### config.mk
export PLATFORM = sky130hd
export DESIGN_NAME = dci_irq_gen
export DESIGN_NICKNAME = d
export VERILOG_FILES = /design/src/dci_pkg.sv /design/src/dci_irq_gen.sv /design/src/dci_next_addr.sv
export SDC_FILE = /design/constraint.sdc
export NUM_CORES = 1
export LEC_CHECK = 0
export BUFFER_PORTS_ARGS = -buffer_cell sky130_fd_sc_hd__clkbuf_2
export CORE_ASPECT_RATIO = 1.75
export CORE_MARGIN = 5
export CORE_UTILIZATION = 35
export CTS_CLUSTER_SIZE = 24
export DETAILED_ROUTE_END_ITERATION = 10
export SYNTH_ARGS = -nofsm -noshare
export SYNTH_HDL_FRONTEND = slang
export SYNTH_SLANG_ARGS = --single-unit
### constraint.sdc
create_clock -name clk -period 1.05 [get_ports clk]
set_input_delay 0.0525 -clock clk [delete_from_list [all_inputs] [get_ports clk]]
set_output_delay 0.0525 -clock clk [all_outputs]
set_load 0.01 [all_outputs]
### src/dci_pkg.sv
/*
 * Shared types and constants for the DMA channel interrupt generator.
 * Assumes a 16-bit word address space and 8-bit frame counts.
 */
package dci_pkg;

	localparam int ADDR_W  = 16;
	localparam int ELEM_W  = 16;
	localparam int FRAME_W = 8;

	// Mode field encodings.
	localparam logic MODE_CIRCULAR   = 1'b1;
	localparam logic MODE_MULTIFRAME = 1'b0;
	localparam logic TSEL_COARSE     = 1'b0;
	localparam logic TSEL_FINE       = 1'b1;

	// Values after reset.
	localparam logic [ADDR_W-1:0]  RST_ADDR  = 16'h0000;
	localparam logic [FRAME_W-1:0] RST_FRAME = 8'h00;

	// Variant selection for the half-buffer comparison.
	localparam int VARIANT_GE = 0;
	localparam int VARIANT_GT = 1;

	typedef struct packed {
		logic channel_irq_enable;
		logic irq_timing_select;
		logic transfer_mode_select;
	} dci_mode_t;

	typedef struct packed {
		logic [ADDR_W-1:0] base;
		logic [ADDR_W-1:0] size;
	} dci_buf_t;

endpackage
### src/dci_irq_gen.sv
/*
 * Interrupt request generation for one DMA channel: multiframe end-of-frame
 * and end-of-block points, circular-buffer half and full points.
 * Assumes the transfer engine reports each completed element with a one-cycle
 * step strobe on the same clock, together with counts after the decrement.
 */
`timescale 1ns/1ps

// Notes on behaviour
// - With the interrupt enable clear, no request is ever raised.
// - With the enable set, requests follow timing select and transfer mode.
// - Transfer mode 1 selects circular-buffer, 0 selects multiframe operation.
// - Multiframe, timing select 0: one request when the whole block completes.
// - Multiframe, timing select 1: request at each frame end and block end.
// - A frame ends when the frame counter reaches zero.
// - A block ends only when element and frame counters are both zero.
// - Circular, select 0: full only; select 1: half and full points.
// - Half-point decisions compare both the current and the calculated next address.
// - Full fires when next address wraps to base, or to maximum if negative.
// - First variant, positive step: half fires when next reaches the halfway point.
// - Both variants, negative step: half fires when next drops below halfway.
// - Second variant, positive step: half fires when next passes halfway.
// - Eight words by +1: first variant fires into offset four, second five.
// - Next address wraps around the buffer ends by the excess offset.
module dci_irq_gen import dci_pkg::*; #(
	parameter int VARIANT = VARIANT_GE
) (
	// Clock and reset.
	input  wire logic                      clk,
	input  wire logic                      rst_n,
	input  wire logic                      ce,
	// Channel mode control.
	input  wire dci_mode_t                 channel_mode_control,
	input  wire dci_buf_t                  buf_cfg,
	// Transfer progress from the channel engine.
	input  wire logic                      step_valid,
	input  wire logic [ADDR_W-1:0]         cur_addr,
	input  wire logic signed [ADDR_W-1:0]  addr_step,
	input  wire logic [ELEM_W-1:0]         elem_count,
	input  wire logic [FRAME_W-1:0]        frame_count,
	// Results.
	output logic [ADDR_W-1:0]              next_addr,
	output logic                           dma_irq
);

	logic                rst_s1_reg;
	logic                rst_s2_reg;
	logic                rst_l;
	logic [ADDR_W-1:0]   calc_next;
	logic                calc_wrap;
	logic [ADDR_W-1:0]   halfway;
	logic                half_hit;
	logic                full_hit;
	logic                frame_end;
	logic                block_end;
	logic                irq_next;
	logic                irq_reg;
	logic [ADDR_W-1:0]   next_addr_reg;
	logic [FRAME_W-1:0]  frame_prev_reg;

	// Reset is released through two flops so the release is glitch-free.
	always_ff @(posedge clk or negedge rst_n) begin
		if (!rst_n) begin
			rst_s1_reg <= 1'b0;
			rst_s2_reg <= 1'b0;
		end else begin
			rst_s1_reg <= 1'b1;
			rst_s2_reg <= rst_s1_reg;
		end
	end
	assign rst_l = rst_s2_reg;

	dci_next_addr u_next (
		.cur_addr  (cur_addr),
		.step      (addr_step),
		.buf_cfg   (buf_cfg),
		.next_addr (calc_next),
		.wrapped   (calc_wrap)
	);

	function automatic logic [ADDR_W-1:0] half_point(input dci_buf_t b);
		half_point = b.base + (b.size >> 1);
	endfunction

	assign halfway = half_point(buf_cfg);

	// Crossing tests use both ends of the step so a point fires once per pass.
	always_comb begin
		half_hit = 1'b0;
		if (addr_step[ADDR_W-1]) begin
			half_hit = !calc_wrap && cur_addr >= halfway && calc_next < halfway;
		end else if (VARIANT == VARIANT_GE) begin
			half_hit = !calc_wrap && cur_addr < halfway && calc_next >= halfway;
		end else begin
			half_hit = !calc_wrap && cur_addr <= halfway && calc_next > halfway;
		end
	end

	assign full_hit  = calc_wrap;
	assign block_end = elem_count == '0 && frame_count == '0;
	// The frame counter only moves at frame boundaries, so a change to zero
	// is the end of a frame; the final block end is caught separately.
	assign frame_end = frame_count == '0 && frame_prev_reg != '0;

	always_comb begin
		irq_next = 1'b0;
		if (step_valid && channel_mode_control.channel_irq_enable) begin
			case (channel_mode_control.transfer_mode_select)
				MODE_CIRCULAR: begin
					if (channel_mode_control.irq_timing_select == TSEL_FINE) begin
						irq_next = full_hit || half_hit;
					end else begin
						irq_next = full_hit;
					end
				end
				default: begin
					if (channel_mode_control.irq_timing_select == TSEL_FINE) begin
						irq_next = frame_end || block_end;
					end else begin
						irq_next = block_end;
					end
				end
			endcase
		end
	end

	// One pulse per qualifying step; masking by the CPU happens downstream.
	always_ff @(posedge clk or negedge rst_l) begin
		if (!rst_l) begin
			irq_reg <= 1'b0;
		end else if (ce) begin
			irq_reg <= irq_next;
		end
	end

	always_ff @(posedge clk or negedge rst_l) begin
		if (!rst_l) begin
			next_addr_reg <= RST_ADDR;
		end else if (ce && step_valid) begin
			next_addr_reg <= calc_next;
		end
	end

	always_ff @(posedge clk or negedge rst_l) begin
		if (!rst_l) begin
			frame_prev_reg <= RST_FRAME;
		end else if (ce && step_valid) begin
			frame_prev_reg <= frame_count;
		end
	end

	assign dma_irq   = irq_reg;
	assign next_addr = next_addr_reg;

	a_disabled_quiet: assert property (@(posedge clk) disable iff (!rst_l)
		ce && !channel_mode_control.channel_irq_enable |=> !dma_irq)
		else $error("request raised while interrupts disabled");

	a_irq_has_step: assert property (@(posedge clk) disable iff (!rst_l)
		$rose(dma_irq) |-> $past(step_valid) && $past(ce))
		else $error("request without a transfer step");

	a_block_end_irq: assert property (@(posedge clk) disable iff (!rst_l)
		ce && step_valid && channel_mode_control.channel_irq_enable
		&& channel_mode_control.transfer_mode_select == MODE_MULTIFRAME
		&& elem_count == '0 && frame_count == '0 |=> dma_irq)
		else $error("block end did not raise a request");

	a_coarse_only_block: assert property (@(posedge clk) disable iff (!rst_l)
		ce && channel_mode_control.transfer_mode_select == MODE_MULTIFRAME
		&& channel_mode_control.irq_timing_select == TSEL_COARSE
		&& elem_count != '0 |=> !dma_irq)
		else $error("multiframe coarse request before block end");

	a_frame_end_irq: assert property (@(posedge clk) disable iff (!rst_l)
		ce && step_valid && channel_mode_control.channel_irq_enable
		&& channel_mode_control.transfer_mode_select == MODE_MULTIFRAME
		&& channel_mode_control.irq_timing_select == TSEL_FINE
		&& frame_count == '0 && frame_prev_reg != '0 |=> dma_irq)
		else $error("frame end did not raise a request");

	a_wrap_full_irq: assert property (@(posedge clk) disable iff (!rst_l)
		ce && step_valid && channel_mode_control.channel_irq_enable
		&& channel_mode_control.transfer_mode_select == MODE_CIRCULAR
		&& calc_wrap |=> dma_irq ##1 (!$past(ce) || $past(irq_next) || !dma_irq))
		else $error("buffer wrap did not raise a request");

	a_half_suppressed: assert property (@(posedge clk) disable iff (!rst_l)
		ce && step_valid && channel_mode_control.transfer_mode_select == MODE_CIRCULAR
		&& channel_mode_control.irq_timing_select == TSEL_COARSE
		&& !calc_wrap |=> !dma_irq)
		else $error("half point fired with coarse timing");

	a_half_point_irq: assert property (@(posedge clk) disable iff (!rst_l)
		ce && step_valid && channel_mode_control.channel_irq_enable
		&& channel_mode_control.transfer_mode_select == MODE_CIRCULAR
		&& channel_mode_control.irq_timing_select == TSEL_FINE
		&& !addr_step[ADDR_W-1] && VARIANT == VARIANT_GE
		&& cur_addr < halfway && calc_next >= halfway && !calc_wrap |=> dma_irq)
		else $error("half point missed on positive step");

	a_half_gt_irq: assert property (@(posedge clk) disable iff (!rst_l)
		ce && step_valid && channel_mode_control.channel_irq_enable
		&& channel_mode_control.transfer_mode_select == MODE_CIRCULAR
		&& channel_mode_control.irq_timing_select == TSEL_FINE
		&& !addr_step[ADDR_W-1] && VARIANT == VARIANT_GT
		&& cur_addr <= halfway && calc_next > halfway && !calc_wrap |=> dma_irq)
		else $error("half point missed past halfway");

	a_ce_hold_irq: assert property (@(posedge clk) disable iff (!rst_l)
		!ce |=> $stable(dma_irq) && $stable(next_addr))
		else $error("state moved while clock enable low");

	a_half_neg_irq: assert property (@(posedge clk) disable iff (!rst_l)
		ce && step_valid && channel_mode_control.channel_irq_enable
		&& channel_mode_control.transfer_mode_select == MODE_CIRCULAR
		&& channel_mode_control.irq_timing_select == TSEL_FINE
		&& addr_step[ADDR_W-1] && cur_addr >= halfway && calc_next < halfway
		&& !calc_wrap |=> dma_irq)
		else $error("half point missed on negative step");

	a_next_addr_held: assert property (@(posedge clk) disable iff (!rst_l)
		ce && step_valid |=> next_addr == $past(calc_next))
		else $error("next address not captured");

endmodule // dci_irq_gen

### src/dci_next_addr.sv
/*
 * Circular-buffer next-address calculator with wrap detection.
 * Assumes base and size describe a buffer that lies inside the address space.
 */
`timescale 1ns/1ps

module dci_next_addr import dci_pkg::*; (
	// Current position and step.
	input  wire logic [ADDR_W-1:0]        cur_addr,
	input  wire logic signed [ADDR_W-1:0] step,
	// Buffer placement.
	input  wire dci_buf_t                 buf_cfg,
	// Result.
	output logic [ADDR_W-1:0]             next_addr,
	output logic                          wrapped
);

	logic signed [ADDR_W+1:0] sum;
	logic signed [ADDR_W+1:0] base_s;
	logic signed [ADDR_W+1:0] max_s;
	logic signed [ADDR_W+1:0] res;

	// Stepping past the top re-enters at the base plus the excess; below the
	// base it re-enters at the top less the excess.
	always_comb begin
		base_s    = $signed({2'b00, buf_cfg.base});
		max_s     = base_s + $signed({2'b00, buf_cfg.size}) - 18'sd1;
		sum       = $signed({2'b00, cur_addr}) + 18'(step);
		res       = sum;
		wrapped   = 1'b0;
		if (!step[ADDR_W-1] && sum > max_s) begin
			res     = base_s + (sum - max_s - 18'sd1);
			wrapped = 1'b1;
		end else if (step[ADDR_W-1] && sum < base_s) begin
			res     = max_s - (base_s - sum - 18'sd1);
			wrapped = 1'b1;
		end
		next_addr = res[ADDR_W-1:0];
	end

endmodule // dci_next_addr

# Word-level counts from Yosys, hierarchy flattened
# Index checks and enable logic that the tools add are counted.
# totals
regBits	27
latchBits	0
mem_bits_rw	0
rom_bits	0
input_bits	95
output_inout_bits	17
elab_cells	47
mem_count	0
# op_classes
add_sub_neg	10
mul	0
div_mod_pow	0
n_lt_le_gt_ge	6
n_eq_ne	0
shifts	0
mux	9
bitwise	0
n_reduce_logical	17
# ops
operator	count
subtractor 16 bit	3
greater-or-equal comparator 16 bit	2
less-than comparator 16 bit	2
2-to-1 mux 16 bit	2
subtractor 16 x 2 -> 16 bit (second input constant)	2
adder 17 x 16 -> 18 bit	1
> comparator 18 bit	1
less-than comparator 18 x 17 -> 1 bit	1
subtractor 17 x 1 -> 18 bit (second input constant)	1
adder 16 x 16 -> 17 bit	1
adder 16 x 15 -> 16 bit	1
adder 16 bit	1
zero test 16 bit	1
logical AND 1 bit	10
zero test 8 bit	1
nonzero test 8 bit	1
2-to-1 mux 1 bit	7
zero test 1 bit	2
logical OR 1 bit	2

# Depth between registers and ports, before layout
# Gate-level depths: netlist (run 1).
# depth
ltp_word	13
depth_mapped	33
mapped_depth_nobuf	32

# Cells and area by module
# From an unflattened synthesis (run 1), not the netlist that was laid out.
# hier_totals
hier_cells	890
area_unflattened_um2	7666.1
# modules_own_cells
mod	instances	cells_per_inst	area_per_inst_um2	seq_area_each_um2
dci_next_addr	1	646	5195.0	0.0
dci_irq_gen	1	244	2471.1	675.6

# Worst setup path after synthesis (run 1)
# OpenSTA, ideal clock, no wires.
# synth_timing
kind	input port to flip-flop
start	in cur_addr[0]
end	reg irq_reg, in the netlist dma_irq
setup_ns	0.131
t_arrival_ns	5.729
required_ns	0.919
setup_slack_ns	-4.810
path_stages	26
path_buffers	0
cell_sequence	ha_1 > fa_1 > a211oi_1 > o21ai_2 > and3_1 > or2_2 > a21oi_1 > xnor2_1 > fa_1 > ha_1 > and3_1 > a21oi_1 > o311ai_0 > a41oi_1 > xnor2_1 > xnor2_1 > nor2_1 > or3_1 > and2_1 > ha_1 > a2111oi_0 > o221ai_1 > o22ai_1 > a2111oi_0 > and4b_1 > o22ai_1
# synth_via
elab_chain_len	13
elab_cells_between_ends	29
classes_between	add/sub (7); order compare (6); mux (8); reduce/logical (8)
# synth_rtl
element	line_no	source
start: declaration	dci_irq_gen.sv:37	input wire logic [ADDR_W-1:0] cur_addr,
adder 17 x 16 -> 18 bit *	dci_next_addr.sv:28	sum = $signed({2'b00, cur_addr}) + 18'(step);
subtractor 16 bit	dci_next_addr.sv:35	res = max_s - (base_s - sum - 18'sd1);
subtractor 16 x 2 -> 16 bit	dci_next_addr.sv:35	
subtractor 16 bit	dci_next_addr.sv:35	
2-to-1 mux 16 bit	dci_next_addr.sv:34	end else if (step[ADDR_W-1] && sum < base_s) begin
2-to-1 mux 16 bit *	dci_next_addr.sv:31	if (!step[ADDR_W-1] && sum > max_s) begin
via calc_next[15]	dci_irq_gen.sv:49	logic [ADDR_W-1:0] calc_next;
greater-or-equal comparator 16 bit or less-than comparator 16 bit (tied branches)	dci_irq_gen.sv:93, dci_irq_gen.sv:91	
logical AND 1 bit, on equally long branches	dci_irq_gen.sv:93, dci_irq_gen.sv:91	
2-to-1 mux 1 bit *	dci_irq_gen.sv:90	if (addr_step[ADDR_W-1]) begin
logical OR 1 bit *	dci_irq_gen.sv:111	irq_next = full_hit || half_hit;
2-to-1 mux 1 bit *	dci_irq_gen.sv:110	if (channel_mode_control.irq_timing_select == TSEL_FINE) begin
2-to-1 mux 1 bit *	dci_irq_gen.sv:108	case (channel_mode_control.transfer_mode_select)
2-to-1 mux 1 bit *	dci_irq_gen.sv:107	if (step_valid && channel_mode_control.channel_irq_enable) begin
end signal: assignment	dci_irq_gen.sv:132	irq_reg <= irq_next;
end: declaration	dci_irq_gen.sv:57	logic irq_reg;
# The timed path passes the listed nets; every way through them passes the cells marked *.
# A chain may end at the register's enable or synchronous reset.

# Worst setup path after layout (run 1)
# Same ends and word-level chain as after synthesis.

==> flow_summary_export.csv, run 1 <==
group,metric,value,unit
yosys,async_reset_ff_frac,1.00,
route,vias_per_cell,5.11,
place,dp_hpwl,23800,um
route,ant_nets,0,
yosys,ys_seq_elements,27,
cells_and_area,fin_util,0.606,
cells_and_area,n_antenna_cell,0,
cts,htreeDepth,1,
floorplanning,rows,71,
worst_setup_path,crit_path_start_kind,"input pin",
route,totalWireLength,29300,um
route,drt_iter0_drc,338,
timing,setup_viol,17,
yosys,syn_inst,899,
cells_and_area,drive_above_1_share,0.515,
cells_and_area,largest_reg_flops,16,
yosys,synth_edf_count,0,
worst_setup_path,end_kind,"flip-flop",
yosys,synth-seq-area-share,0.0895,
global_route,grt.total_usage,0.221,
global_route,grt_max_degree,26,
outcome,status,"finished with violations",
worst_setup_path,regToRegSetupSlack,-0.58,ns
worst_setup_path,rr_endpoint,"dma_irq",
pwr,ir_drop,1.32,mV
timing,clock_skew,0.00357,ns
floorplanning,io_pins,112,
route,wire_per_inst,17.5,um
cells_and_area,nets,1667,
cts,clk_latency,0.26,ns
worst_setup_path,cp_max_fo,4,
cts,ctsRootBufferMaster,"clkbuf_16",
route,drc_errors,0,
timing,slew_violations,0,
floorplanning,start_util,0.353,
route,vias,8544,
place,pre_cts_ws,-4.82,ns
global_route,grt_pass1_wl,43700,um
timing,period_share,5.31,
floorplanning,dieWidth,121,um
floorplanning,die_area,24700,um2
timing,final-hold-violation-count,0,
yosys,syn_area,7550,um2
pwr,power_density,2530,nW/um2
cts,numCtsBuffers,3,
global_route,grt_pass1_vias,9021,
route,firstDrtPassIters,4,
timing,tightest_slew,0.804,ns
yosys,synth_area_per_cell,8.40,um2
cts,clockBufferDepth,2,
worst_setup_path,endpoint,"dma_irq",
timing,max_slew_margin,0.460,
worst_setup_path,startpoint,"cur_addr[0]",
cells_and_area,layout_common_cells,"buf_4 (330), inv_1 (129), ha_1 (122)",
timing,timing.final.ws_setup,-4.52,ns
floorplanning,die_y,204,um
cells_and_area,fill_cells,1789,
yosys,synthFlopType,"dfrtp_1",
place,gp_congestion,0.972,
floorplanning,core,21400,um2
timing,rsz0062_at_grt,"yes",
worst_setup_path,r2r.worst_path.cells,5,
worst_setup_path,reg2reg_from,"frame_prev_reg[5]",
worst_setup_path,worstPathRequired,1.19,ns
place,io_buffers,111,
worst_setup_path,critical_path_class,"in -> reg",
yosys,yosys_warnings,0,
hold_path,hold_path.class,"in -> reg",
timing,holdWs,0.0425,ns
yosys,ys_types,78,
outcome,violations,"negative setup slack",
cts,path_clk_slew,0.07,ns
cts,cts_tree,"built",
pwr,power.static_leakage,6.53,nW
cells_and_area,layout_commonest_cell,"buf_4",
worst_setup_path,cp.arrival,5.71,ns
cells_and_area,areaGrowthSynthToFinish,71.8,%
timing,min_period,5.57,ns
cts,clock-sinks,27,
global_route,antenna_found_initial,0,
global_route,overflow,0,
run,drv_cap,0,
timing,max_freq,0.180,GHz
yosys,syn-num-nets,1184,
[timing repair]
item / in CTS / in global routing
gates cloned: 0 / 0
gates resized for setup: 124 / 89
buffers inserted: 26 / 27
hold buffers: 1 / 0
pin swaps: 74 / 62
setup endpoints to repair: 17 / 17
endpoints found under the hold margin: 2 / 0
[how the worst min path moves through the flow]
stage                         startpoint                 to  slack [ns]  cells after the start
final                     frame_count[5]  frame_prev_reg[5]        0.04                      2
after global routing      frame_count[2]  frame_prev_reg[2]        0.05                      2
after global placement             rst_n         rst_s1_reg       -0.16                      1
after CTS                 frame_count[5]  frame_prev_reg[5]        0.04                      2
after floorplan                    rst_n              rst_l       -0.24                      0
after detailed placement           rst_n              rst_l       -0.15                      1
[per-stage QoR]
stage | power (W) | area [um2] | instances | TNS (ns)
finish | 0.0328 | 13000 | 1673 | -55.88
global route | 0.0350 | 13000 | 1673 | -58.12
CTS | 0.0288 | 12300 | 1649 | -52.82
detailed placement | 0.0244 | 11400 | 1622 | -60.65
global placement | 0.0242 | 11400 | 1622 | -60.30
floorplan | 0.0149 | 8030 | 899 | -48.05
[cell families (layout without fill, tap and decap cells)]
kind of cell | count (synthesis) | after routing | share of synthesized area
muxes | 43 | 43 | 0.0628
buffers and inverters | 163 | 645 | 0.0847
xor gates and xnor gates | 70 | 70 | 0.0859
and+or+nand+nor | 172 | 172 | 0.118
adders and majority gates | 190 | 190 | 0.345
other | 1 | 1 | 0.000497
AOI/OAI and AO/OA | 233 | 233 | 0.213
DFF | 27 | 27 | 0.0895
[power by group]
part           internal [W]  switching (W)  total, W
combinational        0.0158         0.0145    0.0303
sequential          0.00141       0.000209   0.00162
clock              0.000514       0.000361  0.000875
[cell type report]
type | count | area [um2] | area share
Timing Repair Buffer | 487 | 3670 | 0.283
Tap cell | 292 | 365 | 0.0282
Inverter | 154 | 598 | 0.0461
Multi-Input combinational cell | 709 | 7580 | 0.585
Sequential cell | 27 | 676 | 0.0521
Clock buffer | 3 | 75.1 | 0.00579
Clock inverter | 1 | 5.00 | 0.000386
[cells in the mapped netlist, types with 12 or more instances]
cell type  instances  area (um2)
nand2_1           37         139
dfrtp_1           27         676
inv_1            153         574
mux2_2            22         248
a21o_1            29         218
xnor2_1           55         482
ha_1             160        2000
nor3_1            20         100
fa_1              30         601
a21oi_1           69         345
mux2i_1           17         170
o21bai_1          17         128
xor2_1            12         105
nor2_1            33         124
o21a_1            21         158
o21ai_0           23         115
nand3_1           13        65.1
[worst max-delay path, stage by stage]
cell and delay [ns]:
buf_8 0.10, ha_4 0.16, fa_2 0.37, a211oi_4 0.32, o21ai_4 0.11, and3_4 0.19
or2_4 0.24, a21oi_4 0.18, xnor2_4 0.14, fa_1 0.65, ha_4 0.25, and3_4 0.19
a21oi_4 0.15, o311ai_4 0.14, a41oi_2 0.21, xnor2_2 0.11, xnor2_1 0.20, nor2_1 0.10
or3_4 0.42, and2_1 0.18, ha_4 0.19, a2111oi_4 0.26, o221ai_2 0.15, o22ai_2 0.22
a2111oi_2 0.09, and4b_1 0.26, o22ai_1 0.07
[routing by layer]
metal	GRT usage	wire (um)	vias up
met5	0	0	-
met4	0.137	2620	0
met3	0.0144	771	106
met2	0.442	16100	203
met1	0.213	9830	4087
li1	-	-	4148
Note: power is estimated with default switching activity, not from simulation.
==> inputs of run 2 (changes only) <==
- CORE_ASPECT_RATIO: 1.75 -> 0.8
==> flow_summary_export.csv, run 2 (synthesis gave the netlist of run 1 again) <==
group,metric,value,unit
outcome,status,"finished with violations",
outcome,violations,"negative setup slack",
worst_setup_path,reg2reg_from,"frame_prev_reg[5]",
place,io_buffers,111,
place,dp_hpwl,23400,um
worst_setup_path,startpoint,"buf_cfg[1]",
worst_setup_path,worstPathRequired,1.18,ns
floorplanning,start_util,0.353,
cts,clk_latency,0.26,ns
timing,rsz0062_at_grt,"yes",
timing,slew_violations,0,
global_route,grt_max_degree,26,
pwr,power.static_leakage,6.50,nW
global_route,grt_pass1_wl,43600,um
cells_and_area,n_antenna_cell,0,
cells_and_area,layout_commonest_cell,"buf_4",
floorplanning,io_pins,112,
worst_setup_path,critPathMostFrequentCell,"o21a_1",
cells_and_area,largest_reg_flops,16,
worst_setup_path,critical_path_class,"in -> reg",
place,gp_congestion,0.911,
place,postPlaceCellArea,11400,um2
worst_setup_path,worst_path_largest_cell_delay,0.39,ns
route,drc_errors,0,
floorplanning,core,21400,um2
global_route,antenna_found_initial,0,
cts,cts_tree,"built",
worst_setup_path,r2r.worst_path.cells,5,
cts,clock-sinks,27,
cts,path_clk_slew,0.06,ns
timing,max_freq,0.184,GHz
pwr,power.total,0.0315,W
floorplanning,die_area,24600,um2
cells_and_area,finalNonFillerCells,1659,
worst_setup_path,cp.arrival,5.57,ns
timing,final-hold-violation-count,0,
global_route,grt.total_usage,0.216,
floorplanning,rows,48,
cells_and_area,layout_common_cells,"buf_4 (345), inv_1 (127), ha_1 (117)",
pwr,ir_drop,1.34,mV
timing,clock_skew,0.000821,ns
route,totalWireLength,28500,um
cells_and_area,ff_latch_area,676,um2
worst_setup_path,regToRegSetupSlack,-0.61,ns
cts,clockBufferDepth,2,
route,wire_per_inst,17.2,um
floorplanning,die_y,141,um
floorplanning,dieWidth,174,um
worst_setup_path,rr_endpoint,"dma_irq",
worst_setup_path,cp_max_fo,4,
hold_path,hold_path.class,"in -> reg",
route,drt_iter0_drc,505,
worst_setup_path,crit_path_start_kind,"input pin",
cells_and_area,fill_cells,1779,
worst_setup_path,cpMaxStageDelayCell,"fa_2",
timing,timing.final.ws_setup,-4.39,ns
cells_and_area,multi_input_area,7590,um2
run,drv_cap,0,
cts,ctsRootBufferMaster,"clkbuf_16",
timing,min_period,5.44,ns
cells_and_area,nets,1670,
timing,tightest_slew,0.680,ns
timing,holdWs,0.0447,ns
cells_and_area,drive_above_1_share,0.522,
route,vias,8381,
pwr,power_density,2430,nW/um2
timing,period_share,5.18,
global_route,overflow,0,
timing,max_slew_margin,0.543,
place,pre_cts_ws,-4.90,ns
place,dp_cells,1610,
cells_and_area,areaGrowthSynthToFinish,71.6,%
worst_setup_path,endpoint,"dma_irq",
timing,setup_viol,17,
cts,htreeDepth,1,
global_route,grt_pass1_vias,8511,
worst_setup_path,end_kind,"flip-flop",
cts,numCtsBuffers,3,
route,vias_per_cell,5.05,
route,firstDrtPassIters,4,
cells_and_area,final_area,13000,um2
route,ant_nets,0,
## run 2: cell types whose count changed in the layout (fill, tap and decap cells not counted), sizes merged
cell,change
clkinv,-1
buf,-1
clkbuf,+4
bufbuf,+1
## run 2: worst min path at each step
stage | startpoint | endpoint | slack [ns] | depth (start not counted)
2_1_floorplan | rst_n | rst_l | -0.24 | 0
3_3_place_gp | rst_n | rst_l | -0.16 | 1
3_5_place_dp | rst_n | rst_l | -0.16 | 1
4_1_cts | frame_count[4] | frame_prev_reg[4] | 0.04 | 2
5_1_grt | frame_count[4] | frame_prev_reg[4] | 0.05 | 2
6_report | frame_count[4] | frame_prev_reg[4] | 0.04 | 2
## run 2: layout make-up
type                    instances  share of cell area
flip-flops and latches         27              0.0522
clock buffers                   4             0.00609
well taps                     275              0.0266
repair buffers                490               0.283
multi-input cells             709               0.586
inverters                     154              0.0462
## run 2: stage by stage
| stage | utilization | TNS (ns) |
|---|---|---|
| floorplan | - | -48.05 |
| global placement | 0.533 | -60.31 |
| detailed placement | 0.533 | -61.48 |
| CTS | 0.583 | -53.02 |
| global route | 0.606 | -56.93 |
| finish | 0.606 | -54.31 |
## run 2: timing repair
| item | in CTS | in global routing |
|---|---|---|
| gates resized for setup | 134 | 73 |
| pin swaps | 81 | 54 |
| hold endpoints to repair | 2 | 0 |
| hold buffers | 1 | 0 |
| gates cloned | 2 | 0 |
| setup endpoints to repair | 17 | 17 |
| buffers inserted | 30 | 16 |
## run 2: where the power goes
group	total (W)	internal [W]	switching [W]	leakage [nW]
registers	0.00163	0.00141	0.000218	0.317
clock network	0.000849	0.000519	0.000330	0.0382
logic	0.0290	0.0153	0.0137	6.14
total	0.0315	0.0172	0.0143	6.50
## run 2: critical path: cells and delay by family
kind            cells  cell delay, ns
mux                 1            0.33
fa+ha+maj           5            1.32
compound gates     17            2.90
buf+inv             4            0.33
simple gates        3            0.62
## run 2: layer usage
layer	global-route usage	share of wire	vias up
met5	0	0	-
met4	0.0383	0.020	0
met3	0.0197	0.053	36
met2	0.356	0.45	238
met1	0.314	0.48	3961
li1	-	-	4146
==> inputs of run 3 (changes only) <==
- GPL_TIMING_DRIVEN: not set -> 0
==> flow_summary_export.csv, run 3 (synthesis gave the netlist of run 1 again) <==
group,metric,value,unit
global_route,grt_pass1_vias,7161,
cts,clk_latency,0.26,ns
worst_setup_path,cp.buffers_inverters,6,
route,drt_iter0_drc,417,
route,vias_per_cell,5.31,
cells_and_area,layout_commonest_cell,"ha_1",
place,dp_cells,1285,
worst_setup_path,cpLargestDelayFamily,"compound AO/OA/AOI/OAI gates",
place,gp_congestion,0.912,
worst_setup_path,worst_path_largest_cell_delay,0.39,ns
worst_setup_path,critical_path_class,"in -> reg",
cells_and_area,n_antenna_cell,0,
cells_and_area,nets,1390,
cts,clock-sinks,27,
cts,htreeDepth,1,
cells_and_area,final_area,10800,um2
global_route,grt_pass1_wl,37600,um
worst_setup_path,cpMaxStageDelayCell,"fa_2",
cells_and_area,layout_common_cells,"ha_1 (122), inv_1 (121), clkbuf_2 (96)",
cells_and_area,finalNonFillerCells,1379,
route,drc_errors,0,
timing,tightest_slew,0.732,ns
pwr,swShare,0.480,
worst_setup_path,crit_path_start_kind,"input pin",
run,drv_cap,0,
route,ant_nets,0,
timing,period_share,5.44,
worst_setup_path,end_kind,"flip-flop",
route,wire_per_inst,17.9,um
place,postPlaceCellArea,8930,um2
global_route,grt.total_usage,0.188,
timing,timing.final.ws_setup,-4.66,ns
floorplanning,dieWidth,174,um
timing,max_freq,0.175,GHz
cts,path_clk_slew,0.07,ns
timing,rsz0062_at_grt,"yes",
cells_and_area,largest_reg_flops,16,
cts,cts_tree,"built",
cts,numCtsBuffers,3,
timing,fin_tns_setup,-57.59,ns
worst_setup_path,critPathMostFrequentCell,"o21a_1",
pwr,p_comb_frac,0.906,
floorplanning,rows,48,
pwr,p_int,0.0138,W
outcome,status,"finished with violations",
timing,slew_violations,0,
floorplanning,core,21400,um2
place,dp_hpwl,20300,um
timing,clock_skew,0.00186,ns
pwr,pwr-share-seq,0.061,
worst_setup_path,cp_max_fo,3,
global_route,grt_max_degree,26,
hold_path,hold_path.class,"in -> reg",
global_route,antenna_found_initial,0,
cts,clockBufferDepth,2,
floorplanning,die_area,24600,um2
cells_and_area,fill_cells,1980,
timing,max_slew_margin,0.507,
floorplanning,io_pins,112,
pwr,p_sw,0.0127,W
pwr,power.static_leakage,5.16,nW
worst_setup_path,cp.arrival,5.85,ns
floorplanning,start_util,0.353,
cells_and_area,drive_above_1_share,0.389,
timing,min_period,5.71,ns
place,pre_cts_ws,-5.33,ns
route,totalWireLength,24700,um
floorplanning,die_y,141,um
global_route,overflow,0,
pwr,ir_drop,1.13,mV
timing,holdWs,0.0448,ns
place,io_buffers,111,
worst_setup_path,regToRegSetupSlack,-0.52,ns
route,firstDrtPassIters,5,
worst_setup_path,worstPathRequired,1.19,ns
cells_and_area,areaGrowthSynthToFinish,43.4,%
route,vias,7316,
pwr,power_density,2440,nW/um2
pwr,clock_power_share,0.033,
cts,ctsRootBufferMaster,"clkbuf_16",
timing,final-hold-violation-count,0,
outcome,violations,"negative setup slack",
timing,setup_viol,17,
run 3: changes by cell type in the layout (fill, tap and decap cells not counted), sizes merged:
cell	change
buf	-275
bufbuf	-1
clkinvlp	+1
clkbuf	-5
run 3: per-stage QoR:
| stage | total power, W | util |
|---|---|---|
| floorplan | 0.0149 | - |
| global placement | 0.0189 | 0.418 |
| detailed placement | 0.0191 | 0.418 |
| CTS | 0.0233 | 0.471 |
| global route | 0.0287 | 0.506 |
| finish | 0.0264 | 0.506 |
run 3: final timing paths:
path / from / endpoint / cells after the start
worst max-delay path: buf_cfg[1] / dma_irq / 32
worst min-delay path: frame_count[1] / frame_prev_reg[1] / 2
worst max register to register: frame_prev_reg[5] / dma_irq / 5
worst min register to register: rst_l / frame_prev_reg[7] / 0
max in group asynchronous: rst_l / next_addr[13] / 0
min in group asynchronous: rst_n / rst_l / 2
run 3: final cells by class:
cell class	count	area [um2]	area share
Multi-Input combinational cell	709	7510	0.694
Timing Repair Buffer	203	1520	0.141
Sequential cell	27	677	0.0625
Inverter	154	623	0.0576
Tap cell	275	344	0.0318
Clock buffer	3	75.1	0.00694
Buffer	7	63.8	0.00590
Clock inverter	1	7.51	0.000694
run 3: timing repair:
action | 4_1_cts | 5_1_grt
gates resized for setup | 130 | 110
hold buffers | 1 | 0
buffers inserted | 50 | 41
pin swaps | 54 | 98
gates cloned | 0 | 0
setup endpoints to repair | 47 | 18
endpoints found under the hold margin | 2 | 0
run 3: metal layers:
layer,global-route usage,up-vias,wire [um]
met1,0.279,3493,12200
met4,0.0292,0,423
met3,0.0232,26,1270
li1,-,3611,-
met2,0.299,186,10800
met5,0,-,0
run 3: power by group through the flow:
stage	Clock [W]	Sequential, W	Combinational (W)
after floorplan	0	0.00174	0.0132
after global placement	0	0.00163	0.0172
after detailed placement	0	0.00163	0.0174
after CTS	0.000895	0.00162	0.0208
after global routing	0.000939	0.00167	0.0261
final	0.000875	0.00162	0.0239
run 3: worst reg2reg max path, cell delays in order (launching register included):
cell       delay (ns)
dfrtp_1          0.37
or4_1            0.53
o21ai_0          0.18
a21oi_1          0.08
o2111ai_1        0.18
o22ai_1          0.11
